**config.mk**
```make
export PLATFORM = sky130hd
export DESIGN_NAME = file_manager
export DESIGN_NICKNAME = d
export VERILOG_FILES = /design/src/hdl/file_res_pkg.sv /design/src/hdl/file_name_match.sv /design/src/hdl/file_manager.sv
export SDC_FILE = /design/constraint.sdc
export NUM_CORES = 2
export LEC_CHECK = 0
export BUFFER_PORTS_ARGS = -buffer_cell sky130_fd_sc_hd__buf_2
export CAP_MARGIN = 0
export CORE_MARGIN = 1.5
export CORE_UTILIZATION = 43
export DETAILED_ROUTE_END_ITERATION = 12
export PLACE_DENSITY = 0.55
export SLEW_MARGIN = 20
export SYNTH_ARGS = -nofsm -noshare
export SYNTH_HDL_FRONTEND = slang
export SYNTH_SLANG_ARGS = --single-unit
```
**constraint.sdc**
```tcl
create_clock -name clk -period 4.3 [get_ports clk]
set_clock_uncertainty 0.2 [all_clocks]
set_input_delay 0.215 -clock clk [delete_from_list [all_inputs] [get_ports clk]]
set_output_delay 0.215 -clock clk [all_outputs]
set_load 0.05 [all_outputs]
```
**src/hdl/file_res_pkg.sv**
```systemverilog
`default_nettype none
package file_res_pkg;

   // Register byte addresses on the APB side
   localparam logic [7:0] ADDR_RES_ID   = 8'h00;
   localparam logic [7:0] ADDR_OFFSET   = 8'h04;
   localparam logic [7:0] ADDR_NAME_LO  = 8'h08;
   localparam logic [7:0] ADDR_NAME_HI  = 8'h0c;
   localparam logic [7:0] ADDR_CMD      = 8'h10;
   localparam logic [7:0] ADDR_STATUS   = 8'h14;
   localparam logic [7:0] ADDR_RESP_LO  = 8'h18;
   localparam logic [7:0] ADDR_RESP_HI  = 8'h1c;
   localparam logic [7:0] ADDR_SIZE     = 8'h20;

   // Field positions
   localparam int unsigned RID_W          = 9;
   localparam int unsigned DIR_WR_BIT     = 16;
   localparam int unsigned OFFSET_W       = 15;
   localparam int unsigned CMD_START_BIT  = 0;
   localparam int unsigned ST_BUSY_BIT    = 0;
   localparam int unsigned ST_DONE_BIT    = 1;
   localparam int unsigned ST_ERR_BIT     = 2;
   localparam int unsigned ST_LOADED_BIT  = 3;
   localparam int unsigned ST_CODE_LSB    = 8;
   localparam int unsigned OP_LSB         = 8;
   localparam int unsigned WR_LVL_LSB     = 4;
   localparam int unsigned RD_LVL_LSB     = 0;

   // Resource identifiers
   localparam logic [8:0] RID_FILE_LOAD    = 9'h130;
   localparam logic [8:0] RID_FILE_STATUS  = 9'h132;
   localparam logic [8:0] RID_FILE_MANAGE  = 9'h133;

   // Defining values: data size, read level, write level, time overrun, type
   localparam logic [7:0] LOAD_DEF_SIZE    = 8'h08;
   localparam logic [3:0] LOAD_DEF_RD      = 4'hf;
   localparam logic [3:0] LOAD_DEF_WR      = 4'h1;
   localparam logic [7:0] LOAD_DEF_TOVR    = 8'h82;
   localparam logic [7:0] LOAD_DEF_TYPE    = 8'h0b;
   localparam logic [7:0] STAT_DEF_SIZE    = 8'h04;
   localparam logic [3:0] STAT_DEF_RD      = 4'h0;
   localparam logic [3:0] STAT_DEF_WR      = 4'hf;
   localparam logic [7:0] STAT_DEF_TOVR    = 8'h46;
   localparam logic [7:0] STAT_DEF_TYPE    = 8'h14;
   localparam logic [7:0] MNG_DEF_SIZE     = 8'h08;
   localparam logic [3:0] MNG_DEF_RD       = 4'hf;
   localparam logic [3:0] MNG_DEF_WR       = 4'h0;
   localparam logic [7:0] MNG_DEF_TOVR     = 8'h82;
   localparam logic [7:0] MNG_DEF_TYPE     = 8'h0b;

   // Operation codes in offset bits 9..8
   localparam logic [1:0] OP_DELETE  = 2'h0;
   localparam logic [1:0] OP_CHANGE  = 2'h1;
   localparam logic [1:0] OP_CREATE  = 2'h3;

   // Access levels; 5..14 are reserved, 15 means never
   localparam logic [3:0] LVL_SERVICE  = 4'h4;
   localparam logic [3:0] LVL_NEVER    = 4'hf;

   // Name characters
   localparam logic [7:0] CHR_END     = 8'h00;
   localparam logic [7:0] CHR_FIRST   = 8'h20;
   localparam logic [7:0] CHR_LAST    = 8'h7e;

   // Error codes reported in the status register
   localparam logic [7:0] ERR_NONE        = 8'h00;
   localparam logic [7:0] ERR_BAD_RID     = 8'h01;
   localparam logic [7:0] ERR_NOT_LOADED  = 8'h02;
   localparam logic [7:0] ERR_EXISTS      = 8'h03;
   localparam logic [7:0] ERR_FULL        = 8'h04;
   localparam logic [7:0] ERR_NAME        = 8'h05;
   localparam logic [7:0] ERR_NO_FILE     = 8'h06;
   localparam logic [7:0] ERR_MISMATCH    = 8'h07;
   localparam logic [7:0] ERR_BAD_OP      = 8'h08;
   localparam logic [7:0] ERR_LEVEL       = 8'h09;

   // Interpreter states
   typedef enum logic [1:0] {
      ST_IDLE = 2'b01,
      ST_EXEC = 2'b10
   } state_e;

endpackage
`default_nettype wire

```
**src/hdl/file_name_match.sv**
```systemverilog
`default_nettype none
module file_name_match #(
   parameter int unsigned IDX_W = 3
) (
   // File table
   input  wire logic [(1<<IDX_W)-1:0]       valid,
   input  wire logic [(1<<IDX_W)-1:0][63:0] names,
   // Requested name
   input  wire logic [63:0]                 name,
   // Results
   output logic                             hit,
   output logic [IDX_W-1:0]                 hit_idx,
   output logic                             free,
   output logic [IDX_W-1:0]                 free_idx
);

   // Descending scan so the lowest matching slot wins
   always_comb begin
      hit      = 1'b0;
      hit_idx  = '0;
      free     = 1'b0;
      free_idx = '0;
      for (int i = (1 << IDX_W) - 1; i >= 0; i--) begin
         if (valid[i] && names[i] == name) begin
            hit     = 1'b1;
            hit_idx = IDX_W'(i);
         end
         if (!valid[i]) begin
            free     = 1'b1;
            free_idx = IDX_W'(i);
         end
      end
   end

endmodule // file_name_match
`default_nettype wire

```
**src/hdl/file_manager.sv**
```systemverilog
// What this block does
// - Offer a file-status resource, id 132h, four-byte structure type 14h.
// - Read direction of file status returns size 4, levels 0/15, overrun 70.
// - Write direction of file status returns loaded file levels and size.
// - Status bytes: 3/2 size, 1 reserved, 0 holds write and read levels.
// - Levels are 4-bit: 0..4 named, 5..14 reserved, 15 never allowed.
// - Offer manage resource 133h: size 8, read 15, overrun 130, type 0Bh.
// - Refuse loading any name not created before.
// - Creating an existing name aborts with an error.
// - Create offset: opcode 11b in 9..8, write level 7..4, read 3..0.
// - Change offset: opcode 01b, new write and read levels.
`default_nettype none
module file_manager
   import file_res_pkg::*;
#(
   parameter int unsigned IDX_W = 3
) (
   // Clock and reset
   input  wire logic        clk,
   input  wire logic        reset_n,
   // APB slave
   input  wire logic        psel,
   input  wire logic        penable,
   input  wire logic        pwrite,
   input  wire logic [7:0]  paddr,
   input  wire logic [31:0] pwdata,
   output logic      [31:0] prdata,
   output logic             pready,
   output logic             pslverr
);

   localparam int unsigned FILE_CNT = 1 << IDX_W;

   // Request registers
   logic [RID_W-1:0]    rid_q,     rid_d;
   logic                dir_wr_q,  dir_wr_d;
   logic [OFFSET_W-1:0] offset_q,  offset_d;
   logic [63:0]         name_q,    name_d;
   // Interpreter state and result
   state_e              state_q,   state_d;
   logic                done_q,    done_d;
   logic [7:0]          err_q,     err_d;
   logic [63:0]         resp_q,    resp_d;
   // File table and loaded file
   logic [FILE_CNT-1:0]       valid_q, valid_d;
   logic [FILE_CNT-1:0][63:0] names_q, names_d;
   logic [FILE_CNT-1:0][15:0] size_q,  size_d;
   logic [FILE_CNT-1:0][3:0]  wr_q,    wr_d;
   logic [FILE_CNT-1:0][3:0]  rd_q,    rd_d;
   logic                      loaded_q, loaded_d;
   logic [IDX_W-1:0]          lidx_q,   lidx_d;
   // Bus registers
   logic [31:0]         prdata_d;
   logic                pready_d;
   logic                pslverr_d;

   logic                setup;
   logic                bus_wr;
   logic                hit;
   logic [IDX_W-1:0]    hit_idx;
   logic                free;
   logic [IDX_W-1:0]    free_idx;
   logic [1:0]          op;
   logic [3:0]          new_wr;
   logic [3:0]          new_rd;

   // Defining values laid out as offsets 1..5 of the resource, byte by byte
   function automatic logic [63:0] def_pack(input logic [7:0] size, input logic [3:0] rd,
                                            input logic [3:0] wr, input logic [7:0] tovr,
                                            input logic [7:0] dtype);
      def_pack = {24'h000000, dtype, tovr, 4'h0, wr, 4'h0, rd, size};
   endfunction

   // Level codes 5..14 are reserved and refused
   function automatic logic lvl_ok(input logic [3:0] lvl);
      lvl_ok = (lvl <= LVL_SERVICE) || (lvl == LVL_NEVER);
   endfunction

   // Printable characters, at least one, then only zero padding
   function automatic logic name_ok(input logic [63:0] nm);
      logic       ok;
      logic       ended;
      logic [7:0] b;
      ok    = (nm[7:0] != CHR_END);
      ended = 1'b0;
      for (int i = 0; i < 8; i++) begin
         b = nm[8*i +: 8];
         if (b == CHR_END) begin
            ended = 1'b1;
         end else if (ended || b < CHR_FIRST || b > CHR_LAST) begin
            ok = 1'b0;
         end
      end
      name_ok = ok;
   endfunction

   function automatic logic addr_mapped(input logic [7:0] a);
      addr_mapped = (a == ADDR_RES_ID) || (a == ADDR_OFFSET) || (a == ADDR_NAME_LO) ||
                    (a == ADDR_NAME_HI) || (a == ADDR_CMD) || (a == ADDR_STATUS) ||
                    (a == ADDR_RESP_LO) || (a == ADDR_RESP_HI) || (a == ADDR_SIZE);
   endfunction

   // Name lookup over the whole table in one cycle
   file_name_match #(
      .IDX_W    (IDX_W)
   ) u_match (
      .valid    (valid_q),
      .names    (names_q),
      .name     (name_q),
      .hit      (hit),
      .hit_idx  (hit_idx),
      .free     (free),
      .free_idx (free_idx)
   );

   // One wait-free access phase: data is captured in setup so prdata is a flop
   assign setup  = psel && !penable;
   assign bus_wr = psel && penable && pready && pwrite && !pslverr;
   assign op     = offset_q[OP_LSB +: 2];
   assign new_wr = offset_q[WR_LVL_LSB +: 4];
   assign new_rd = offset_q[RD_LVL_LSB +: 4];

   // Bus answer, computed at the setup edge
   always_comb begin
      pready_d  = setup;
      pslverr_d = setup && !addr_mapped(paddr);
      prdata_d  = prdata;
      if (setup) begin
         prdata_d = 32'h00000000;
         if (!pwrite) begin
            unique case (paddr)
               ADDR_RES_ID:  prdata_d = {15'h0000, dir_wr_q, 7'h00, rid_q};
               ADDR_OFFSET:  prdata_d = {17'h00000, offset_q};
               ADDR_NAME_LO: prdata_d = name_q[31:0];
               ADDR_NAME_HI: prdata_d = name_q[63:32];
               ADDR_STATUS: begin
                  prdata_d[ST_BUSY_BIT]         = (state_q == ST_EXEC);
                  prdata_d[ST_DONE_BIT]         = done_q;
                  prdata_d[ST_ERR_BIT]          = (err_q != ERR_NONE);
                  prdata_d[ST_LOADED_BIT]       = loaded_q;
                  prdata_d[ST_CODE_LSB +: 8]    = err_q;
               end
               ADDR_RESP_LO: prdata_d = resp_q[31:0];
               ADDR_RESP_HI: prdata_d = resp_q[63:32];
               ADDR_SIZE:    prdata_d = {16'h0000, loaded_q ? size_q[lidx_q] : 16'h0000};
               default:      prdata_d = 32'h00000000;
            endcase
         end
      end
   end

   always_ff @(posedge clk or negedge reset_n) begin
      if (!reset_n) begin
         prdata  <= 32'h00000000;
         pready  <= 1'b0;
         pslverr <= 1'b0;
      end else begin
         prdata  <= prdata_d;
         pready  <= pready_d;
         pslverr <= pslverr_d;
      end
   end

   // Request registers, command start and execution of one resource access
   always_comb begin
      rid_d    = rid_q;
      dir_wr_d = dir_wr_q;
      offset_d = offset_q;
      name_d   = name_q;
      state_d  = state_q;
      done_d   = done_q;
      err_d    = err_q;
      resp_d   = resp_q;
      valid_d  = valid_q;
      names_d  = names_q;
      size_d   = size_q;
      wr_d     = wr_q;
      rd_d     = rd_q;
      loaded_d = loaded_q;
      lidx_d   = lidx_q;
      unique case (state_q)
         ST_IDLE: begin
            // Request registers only change while idle, so execution sees a stable request
            if (bus_wr) begin
               if (paddr == ADDR_RES_ID) begin
                  rid_d    = pwdata[RID_W-1:0];
                  dir_wr_d = pwdata[DIR_WR_BIT];
               end
               if (paddr == ADDR_OFFSET) begin
                  offset_d = pwdata[OFFSET_W-1:0];
               end
               if (paddr == ADDR_NAME_LO) begin
                  name_d[31:0] = pwdata;
               end
               if (paddr == ADDR_NAME_HI) begin
                  name_d[63:32] = pwdata;
               end
               if (paddr == ADDR_CMD && pwdata[CMD_START_BIT]) begin
                  state_d = ST_EXEC;
                  done_d  = 1'b0;
                  err_d   = ERR_NONE;
               end
               // The data store outside reports the loaded file's new size here
               if (paddr == ADDR_SIZE && loaded_q) begin
                  size_d[lidx_q] = pwdata[15:0];
               end
            end
         end
         ST_EXEC: begin
            state_d = ST_IDLE;
            done_d  = 1'b1;
            resp_d  = 64'h0000000000000000;
            unique case (rid_q)
               RID_FILE_LOAD: begin
                  if (!dir_wr_q) begin
                     resp_d = def_pack(LOAD_DEF_SIZE, LOAD_DEF_RD, LOAD_DEF_WR,
                                       LOAD_DEF_TOVR, LOAD_DEF_TYPE);
                  end else if (hit) begin
                     loaded_d = 1'b1;
                     lidx_d   = hit_idx;
                  end else begin
                     loaded_d = 1'b0;          // A failed load still drops the old file
                     err_d    = ERR_NO_FILE;
                  end
               end
               RID_FILE_STATUS: begin
                  if (!dir_wr_q) begin
                     resp_d = def_pack(STAT_DEF_SIZE, STAT_DEF_RD, STAT_DEF_WR,
                                       STAT_DEF_TOVR, STAT_DEF_TYPE);
                  end else if (!loaded_q) begin
                     err_d = ERR_NOT_LOADED;
                  end else begin
                     // Offset is ignored: the whole status fits one reply
                     resp_d = {32'h00000000, size_q[lidx_q], 8'h00,
                               wr_q[lidx_q], rd_q[lidx_q]};
                  end
               end
               RID_FILE_MANAGE: begin
                  if (!dir_wr_q) begin
                     resp_d = def_pack(MNG_DEF_SIZE, MNG_DEF_RD, MNG_DEF_WR,
                                       MNG_DEF_TOVR, MNG_DEF_TYPE);
                  end else begin
                     unique case (op)
                        OP_CREATE: begin
                           if (!name_ok(name_q)) begin
                              err_d = ERR_NAME;
                           end else if (hit) begin
                              err_d = ERR_EXISTS;
                           end else if (!lvl_ok(new_wr) || !lvl_ok(new_rd)) begin
                              err_d = ERR_LEVEL;
                           end else if (!free) begin
                              err_d = ERR_FULL;
                           end else begin
                              valid_d[free_idx] = 1'b1;
                              names_d[free_idx] = name_q;
                              size_d[free_idx]  = 16'h0000;
                              wr_d[free_idx]    = new_wr;
                              rd_d[free_idx]    = new_rd;
                           end
                        end
                        OP_CHANGE: begin
                           if (!loaded_q) begin
                              err_d = ERR_NOT_LOADED;
                           end else if (!lvl_ok(new_wr) || !lvl_ok(new_rd)) begin
                              err_d = ERR_LEVEL;
                           end else begin
                              wr_d[lidx_q] = new_wr;
                              rd_d[lidx_q] = new_rd;
                           end
                        end
                        OP_DELETE: begin
                           if (!loaded_q) begin
                              err_d = ERR_NOT_LOADED;
                           end else if (!hit || hit_idx != lidx_q) begin
                              err_d = ERR_MISMATCH;
                           end else begin
                              valid_d[lidx_q] = 1'b0;
                              loaded_d        = 1'b0;
                           end
                        end
                        default: err_d = ERR_BAD_OP;
                     endcase
                  end
               end
               default: err_d = ERR_BAD_RID;
            endcase
         end
         default: state_d = ST_IDLE;
      endcase
   end

   // Table contents are volatile here; a reset empties it
   always_ff @(posedge clk or negedge reset_n) begin
      if (!reset_n) begin
         rid_q    <= '0;
         dir_wr_q <= 1'b0;
         offset_q <= '0;
         name_q   <= 64'h0000000000000000;
         state_q  <= ST_IDLE;
         done_q   <= 1'b0;
         err_q    <= ERR_NONE;
         resp_q   <= 64'h0000000000000000;
         valid_q  <= '0;
         names_q  <= '0;
         size_q   <= '0;
         wr_q     <= '0;
         rd_q     <= '0;
         loaded_q <= 1'b0;
         lidx_q   <= '0;
      end else begin
         rid_q    <= rid_d;
         dir_wr_q <= dir_wr_d;
         offset_q <= offset_d;
         name_q   <= name_d;
         state_q  <= state_d;
         done_q   <= done_d;
         err_q    <= err_d;
         resp_q   <= resp_d;
         valid_q  <= valid_d;
         names_q  <= names_d;
         size_q   <= size_d;
         wr_q     <= wr_d;
         rd_q     <= rd_d;
         loaded_q <= loaded_d;
         lidx_q   <= lidx_d;
      end
   end

endmodule // file_manager
`default_nettype wire

```
Word level (Yosys, flattened, before mapping)
Index checks and enable logic that the tools add are counted.
- bitwise logic cells: 7
- muxes and demuxes: 202
- $lt $le $gt $ge: 22
- reductions and logical operators: 80
- equal/unequal tests: 55
- operators by type and width (kind ; number):
    128-bit 2-to-1 mux ; 9
    512-bit bitwise mux ; 1
    64-bit == test ; 8
    32-bit 2-to-1 mux ; 14
    128-bit case mux with 2 select lines ; 1
    64-bit demux with 3-bit select ; 1
    8-bit 2-to-1 mux ; 21
    128-bit AND ; 1
    128-bit bitwise mux ; 1
    32-bit bitwise mux ; 4
    128-bit NOT ; 1
    32-bit case mux with 2 select lines ; 2
    37-bit case mux with 3 select lines ; 1
    1-bit 2-to-1 mux ; 97
    16-bit demux with 3-bit select ; 2
    16-bit case mux with 5 select lines ; 1
    8-bit logical NOT ; 9
    36-bit 2-to-1 mux ; 2
    8-bit by 7-bit > comparator with 1-bit output, second input constant ; 8
    8-bit by 6-bit < comparator with 1-bit output, second input constant ; 8
    16-bit 2-to-1 mux ; 4
    64-bit 2-to-1 mux ; 1
    8-bit case mux with 8 select lines ; 1
    16-bit binary-select mux with 3-bit select ; 1
    46 further kinds ; 167
- word-level logic and storage cells: 413
- register bits: 914

Logic depth before layout (Yosys ltp)
- depth after elaboration: 49
- gate-level depth with buffers: 15
- depth with buffers taken out: 11

Cells and area by module
From an unflattened synthesis, not the netlist that was laid out.
- cells, all modules: 3383
- area total of the unflattened synthesis: 41484.8 µm²
- by module, submodules not included (module ; cells an instance ; area each (µm²) ; times used):
    file_manager ; 2520 ; 35280.1 ; 1
    file_name_match ; 863 ; 6204.7 ; 1

Least setup slack after synthesis
No wires, ideal clock.
- kind: flip-flop to flip-flop
- start point: register name_q[11]
- end point: register names_q[147] (netlist bit)
- data arrival time: 3243 ps
- cell stages (with the launch flop): 14
- buffers on the path: 4
- path slack: 732 ps
- required time: 3975 ps
- setup time: 125 ps
- cells stage by stage: dfrtp_1 -> buf_2 -> buf_2 -> nor4_1 -> nor3_1 -> nor4_1 -> o2111ai_1 -> nor4_2 -> nand3_2 -> or2_1 -> or3_1 -> buf_6 -> buf_6 -> mux2_4
- word-level cells in the longest chain between the ends: 40
- RTL lines (element ; RTL line ; RTL):
    from (decl) ; file_manager.sv:38 ; logic [63:0] name_q, name_d;
    from (signal assigned) ; file_manager.sv:314 ; name_q <= name_d;
    8-bit logical NOT ; file_manager.sv:88 ; if (b == CHR_END) begin
    1-bit 2-to-1 mux ; file_manager.sv:88 ;
    1-bit 2-to-1 mux ; file_manager.sv:243 ; unique case (op)
    1-bit 2-to-1 mux ; file_manager.sv:239 ; if (!dir_wr_q) begin
    1-bit 2-to-1 mux ; file_manager.sv:213 ; unique case (rid_q)
    1-bit 2-to-1 mux ; file_manager.sv:181 ; unique case (state_q)
    1-bit 2-to-1 mux ; file_manager.sv:88 ;
    1-bit 2-to-1 mux ; file_manager.sv:243 ;
    [... 23 more ...] ; - ;
    1-bit logical OR (2 in series) ; file_manager.sv:90 ; end else if (ended || b < CHR_FIRST || b > CHR_LAST) begin
    1-bit 2-to-1 mux ; file_manager.sv:90 ;
    1-bit 2-to-1 mux ; file_manager.sv:88 ;
    1-bit 2-to-1 mux ; file_manager.sv:243 ;
    1-bit 2-to-1 mux ; file_manager.sv:239 ;
    1-bit 2-to-1 mux ; file_manager.sv:213 ;
    1-bit 2-to-1 mux ; file_manager.sv:181 ;
    8-bit AND reduction (no source line) * ; - ;
    to (signal assigned) ; file_manager.sv:320 ; names_q <= names_d;
    to (decl) ; file_manager.sv:46 ; logic [FILE_CNT-1:0][63:0] names_q, names_d;
Mark *: on every way between the ends. The rest lies on a longest branch, timed or not. The select of a mux whose other input is x is not followed.
A chain may end at the register's enable or synchronous reset.

Worst setup path after layout
- start point: register name_q[11]
- end point: register names_q[141] (netlist bit)
The elaborated chain is that of the path after synthesis.

==> insert_results.sql <==
INSERT INTO impl_metrics (metric_group, metric, value, unit) VALUES
('run_status', 'run_status', 'completed', ''),
('floorplan', 'coreArea', '0.0950', 'mm²'),
('timing', 'final-max-slew-violation-count', '0', ''),
('critical_path', 'rrSetupSlack', '0.08', 'ns'),
('clock_tree', 'clockBufferDepth', '3', ''),
('logic_synthesis', 'postSynthAreaPerCell', '11.1', 'µm²'),
('clock_tree', 'htree_num_levels', '3', ''),
('placed_design', 'io_buffer_count', '78', ''),
('layout', 'instances_no_fill', '5339', ''),
('floorplan', 'io-pin-count', '79', ''),
('route', 'via_count', '31645', ''),
('grt', 'global_route.usage.total', '32.0', '%'),
('logic_synthesis', 'synth_simple_gate_area_share', '11.4', '%'),
('timing', 'max_slew_margin', '20.2', '%'),
('logic_synthesis', 'synth_top_cell_area_share', '52.9', '%'),
('logic_synthesis', 'synth_enable_flop_cells', '0', ''),
('critical_path', 'worst_ep_required_time', '4.64', 'ns'),
('timing', 'minimum_setup_slack_in_the_final_design', '0.0813', 'ns'),
('clock_tree', 'cts-root-buf', 'sky130_fd_sc_hd__clkbuf_16', ''),
('clock_tree', 'tritoncts', 'yes', ''),
('placed_design', 'placed_cell_area', '0.0456', 'mm²'),
('route', 'drt_pre_antenna_iters', '6', ''),
('route', 'wl_per_cell', '29.2', 'µm'),
('logic_synthesis', 'synthXorXnorAreaFrac', '8.19', '%'),
('critical_path', 'worst_setup_ep_type', 'flip-flop', ''),
('timing', 'hold_viol_final', '0', ''),
('placed_design', 'placed_cells', '5110', ''),
('grt', 'grt_start_max_net_pins', '122', ''),
('clock_tree', 'postCtsSetupRepairBufs', '0', ''),
('timing', 'max_freq', '0.237', 'GHz'),
('worst_hold_path', 'whs_endpoint', 'prdata[11]$_DFFE_PN0P_', ''),
('timing', 'fin_worst_hold_slack', '0.0194', 'ns'),
('logic_synthesis', 'area_fraction_in_compound_gates_after_synthesis', '12.8', '%'),
('grt', 'overflow', '0', ''),
('grt', 'vias_in_the_first_global_route', '30969', ''),
('layout', 'n_fill_cell', '8527', ''),
('floorplan', 'die-width', '312', 'µm'),
('layout', 'mostFrequentLayoutCells', '869 x sky130_fd_sc_hd__dfrtp_1, 364 x sky130_fd_sc_hd__nand2_1, 325 x sky130_fd_sc_hd__mux2_2, 296 x sky130_fd_sc_hd__o21ai_0, 283 x sky130_fd_sc_hd__buf_4', ''),
('critical_path', 'reg2regPathDepth', '13', ''),
('job', 'timing.max_cap.violations', '0', ''),
('logic_synthesis', 'synth.area.top_cells', 'sky130_fd_sc_hd__dfrtp_1 53%, sky130_fd_sc_hd__mux2_2 8.9%, sky130_fd_sc_hd__xnor2_1 4.9%', ''),
('placed_design', 'place.gp.congestion', '0.956', ''),
('grt', 'grt_first_pass_wirelength', '227000', 'µm'),
('critical_path', 'critPathArrivalTime', '4.56', 'ns'),
('route', 'wirelength', '156000', 'µm'),
('worst_hold_path', 'min-delay-path-class', 'in -> reg', ''),
('logic_synthesis', 'netlist_area', '0.0412', 'mm²'),
('critical_path', 'critical_path.reg2reg.startpoint', 'name_q[11]$_DFFE_PN0P_', ''),
('worst_hold_path', 'worst_hold_path.num_cells', '5', ''),
('power', 'power_per_cell_area', '361', 'mW/mm²'),
('critical_path', 'start_kind', 'flip-flop', ''),
('floorplan', 'initial_utilization', '43.3', '%'),
('critical_path', 'timing_worst_setup_path_type', 'reg -> reg', ''),
('power', 'power_leakage', '22.4', 'nW'),
('layout', 'final_common_cell', 'sky130_fd_sc_hd__dfrtp_1', ''),
('grt', 'initial_antenna_violation_count', '5', ''),
('logic_synthesis', 'synth_nets', '3747', ''),
('timing', 'setup_viols_final', '0', ''),
('logic_synthesis', 'proportion_of_synthesized_area_in_mux_cells', '10.7', '%'),
('floorplan', 'placementRows', '113', ''),
('timing', 'worst_slew_pin_slew', '1.19', 'ns'),
('layout', 'post_route_cells_drive_above_1_share', '24.6', '%'),
('critical_path', 'worstPathMaxFanout', '18', ''),
('floorplan', 'die_area', '0.0976', 'mm²'),
('critical_path', 'rr_endpoint', 'names_q[141]$_DFFE_PN0P_', ''),
('layout', 'n_antenna_cell', '0', ''),
('worst_hold_path', 'min-delay-start', 'paddr[7]', ''),
('logic_synthesis', 'synthArstFlopShare', '100', '%'),
('logic_synthesis', 'synthDistinctLibCells', '79', ''),
('power', 'vdd.ir_drop.worst', '0.000323', 'V'),
('timing', 'setup_repair_after_global_routing_missed_its_margin', 'no', '');
[synthesized netlist by cell type (all sizes together), types with 71 or more instances]
library cell  number
mux2             359
nand2            364
buf              115
o21ai            300
nor4              81
xnor2            231
nand4            111
clkbuf           176
o2bb2ai          106
a22oi            110
inv               80
dfrtp            871
nor2              71
xor2             154
nand2b            86
[cells by family (layout without fill, tap and decap cells)]
group | Yosys count | in the layout
XOR/XNOR | 385 | 385
AND/OR/NAND/NOR | 922 | 922
multiplexers | 382 | 382
flip-flops | 872 | 872
buffers and inverters | 375 | 747
AO/OA/AOI/OAI | 766 | 766
[per-layer routing]
layer / track usage (%) / share of wire, % / routed length [µm] / vias up
li1: - / - / - / 13792
met1: 44.5 / 43 / 66600 / 16289
met2: 49.7 / 46 / 71200 / 1272
met3: 5.15 / 7.0 / 10900 / 290
met4: 13.4 / 4.6 / 7210 / 2
met5: 0 / 0.0083 / 13 / -
[what timing repair did]
item | 4_1_cts | 5_1_grt
setup endpoints to repair | 369 | 211
gates resized for setup | 2 | 11
pin swaps | 0 | 0
hold endpoints to repair | 627 | 0
hold buffers | 49 | 0
gates cloned | 0 | 0
[metrics by stage]
| stage | utilization, % | total power [mW] |
|---|---|---|
| 2_1_floorplan | - | 8.58 |
| 5_1_grt | 52.2 | 18.3 |
| 4_1_cts | 52.1 | 18.0 |
| 6_report | 52.2 | 17.9 |
| 3_5_place_dp | 47.9 | 8.94 |
| 3_3_place_gp | 47.9 | 8.94 |
[critical path: stages (launching register included)]
cell	delay, ns
sky130_fd_sc_hd__dfrtp_1	0.40
sky130_fd_sc_hd__buf_12	0.17
sky130_fd_sc_hd__inv_1	0.30
sky130_fd_sc_hd__o22ai_1	0.15
sky130_fd_sc_hd__nor4_1	0.97
sky130_fd_sc_hd__nand4_1	0.16
sky130_fd_sc_hd__nor2_1	0.35
sky130_fd_sc_hd__or3_4	0.23
sky130_fd_sc_hd__nor3_4	0.06
sky130_fd_sc_hd__nand3_2	0.10
sky130_fd_sc_hd__or2_1	0.15
sky130_fd_sc_hd__or3_4	0.25
sky130_fd_sc_hd__buf_12	0.21
sky130_fd_sc_hd__mux2_2	0.35
[power breakdown]
group	leakage [nW]	switching, mW	internal, mW
sequential	11.7	0.0460	8.27
combinational	9.05	0.354	0.154
clock	1.71	3.64	5.40
[final cells by class]
type / instances / area (µm²) / area share (%)
Multi-Input combinational cell: 2455 / 17900 / 36.1
Sequential cell: 872 / 21800 / 44.0
Inverter: 84 / 315 / 0.636
Clock buffer: 141 / 2900 / 5.85
Tap cell: 1265 / 1580 / 3.19
Clock inverter: 39 / 548 / 1.11
Timing Repair Buffer: 483 / 4490 / 9.05
[sequential cells by signal (all words and copies together), names as in the netlist, 2 cells and up]
name / cells
rd_q: 32
name_q: 64
resp_q: 26
offset_q: 15
state_q: 2
names_q: 512
size_q: 128
err_q: 4
rid_q: 9
wr_q: 32
lidx_q: 3
prdata: 32
valid_q: 8
[worst max-delay path by stage]
stage	depth (start not counted)	slack (ns)	to	from
final	13	0.08	names_q[141]$_DFFE_PN0P_	name_q[11]$_DFFE_PN0P_
after global routing	14	0.003	size_q[37]$_DFFE_PN0P_	name_q[12]$_DFFE_PN0P_
after floorplan	13	0.73	names_q[147]$_DFFE_PN0P_	name_q[11]$_DFFE_PN0P_
after detailed placement	13	-0.13	names_q[141]$_DFFE_PN0P_	name_q[22]$_DFFE_PN0P_
after global placement	14	-0.13	rd_q[13]$_DFFE_PN0P_	name_q[22]$_DFFE_PN0P_
after CTS	12	0.02	err_q[0]$_DFFE_PN0P_	name_q[0]$_DFFE_PN0P_
(Power assumes the default switching activity.)
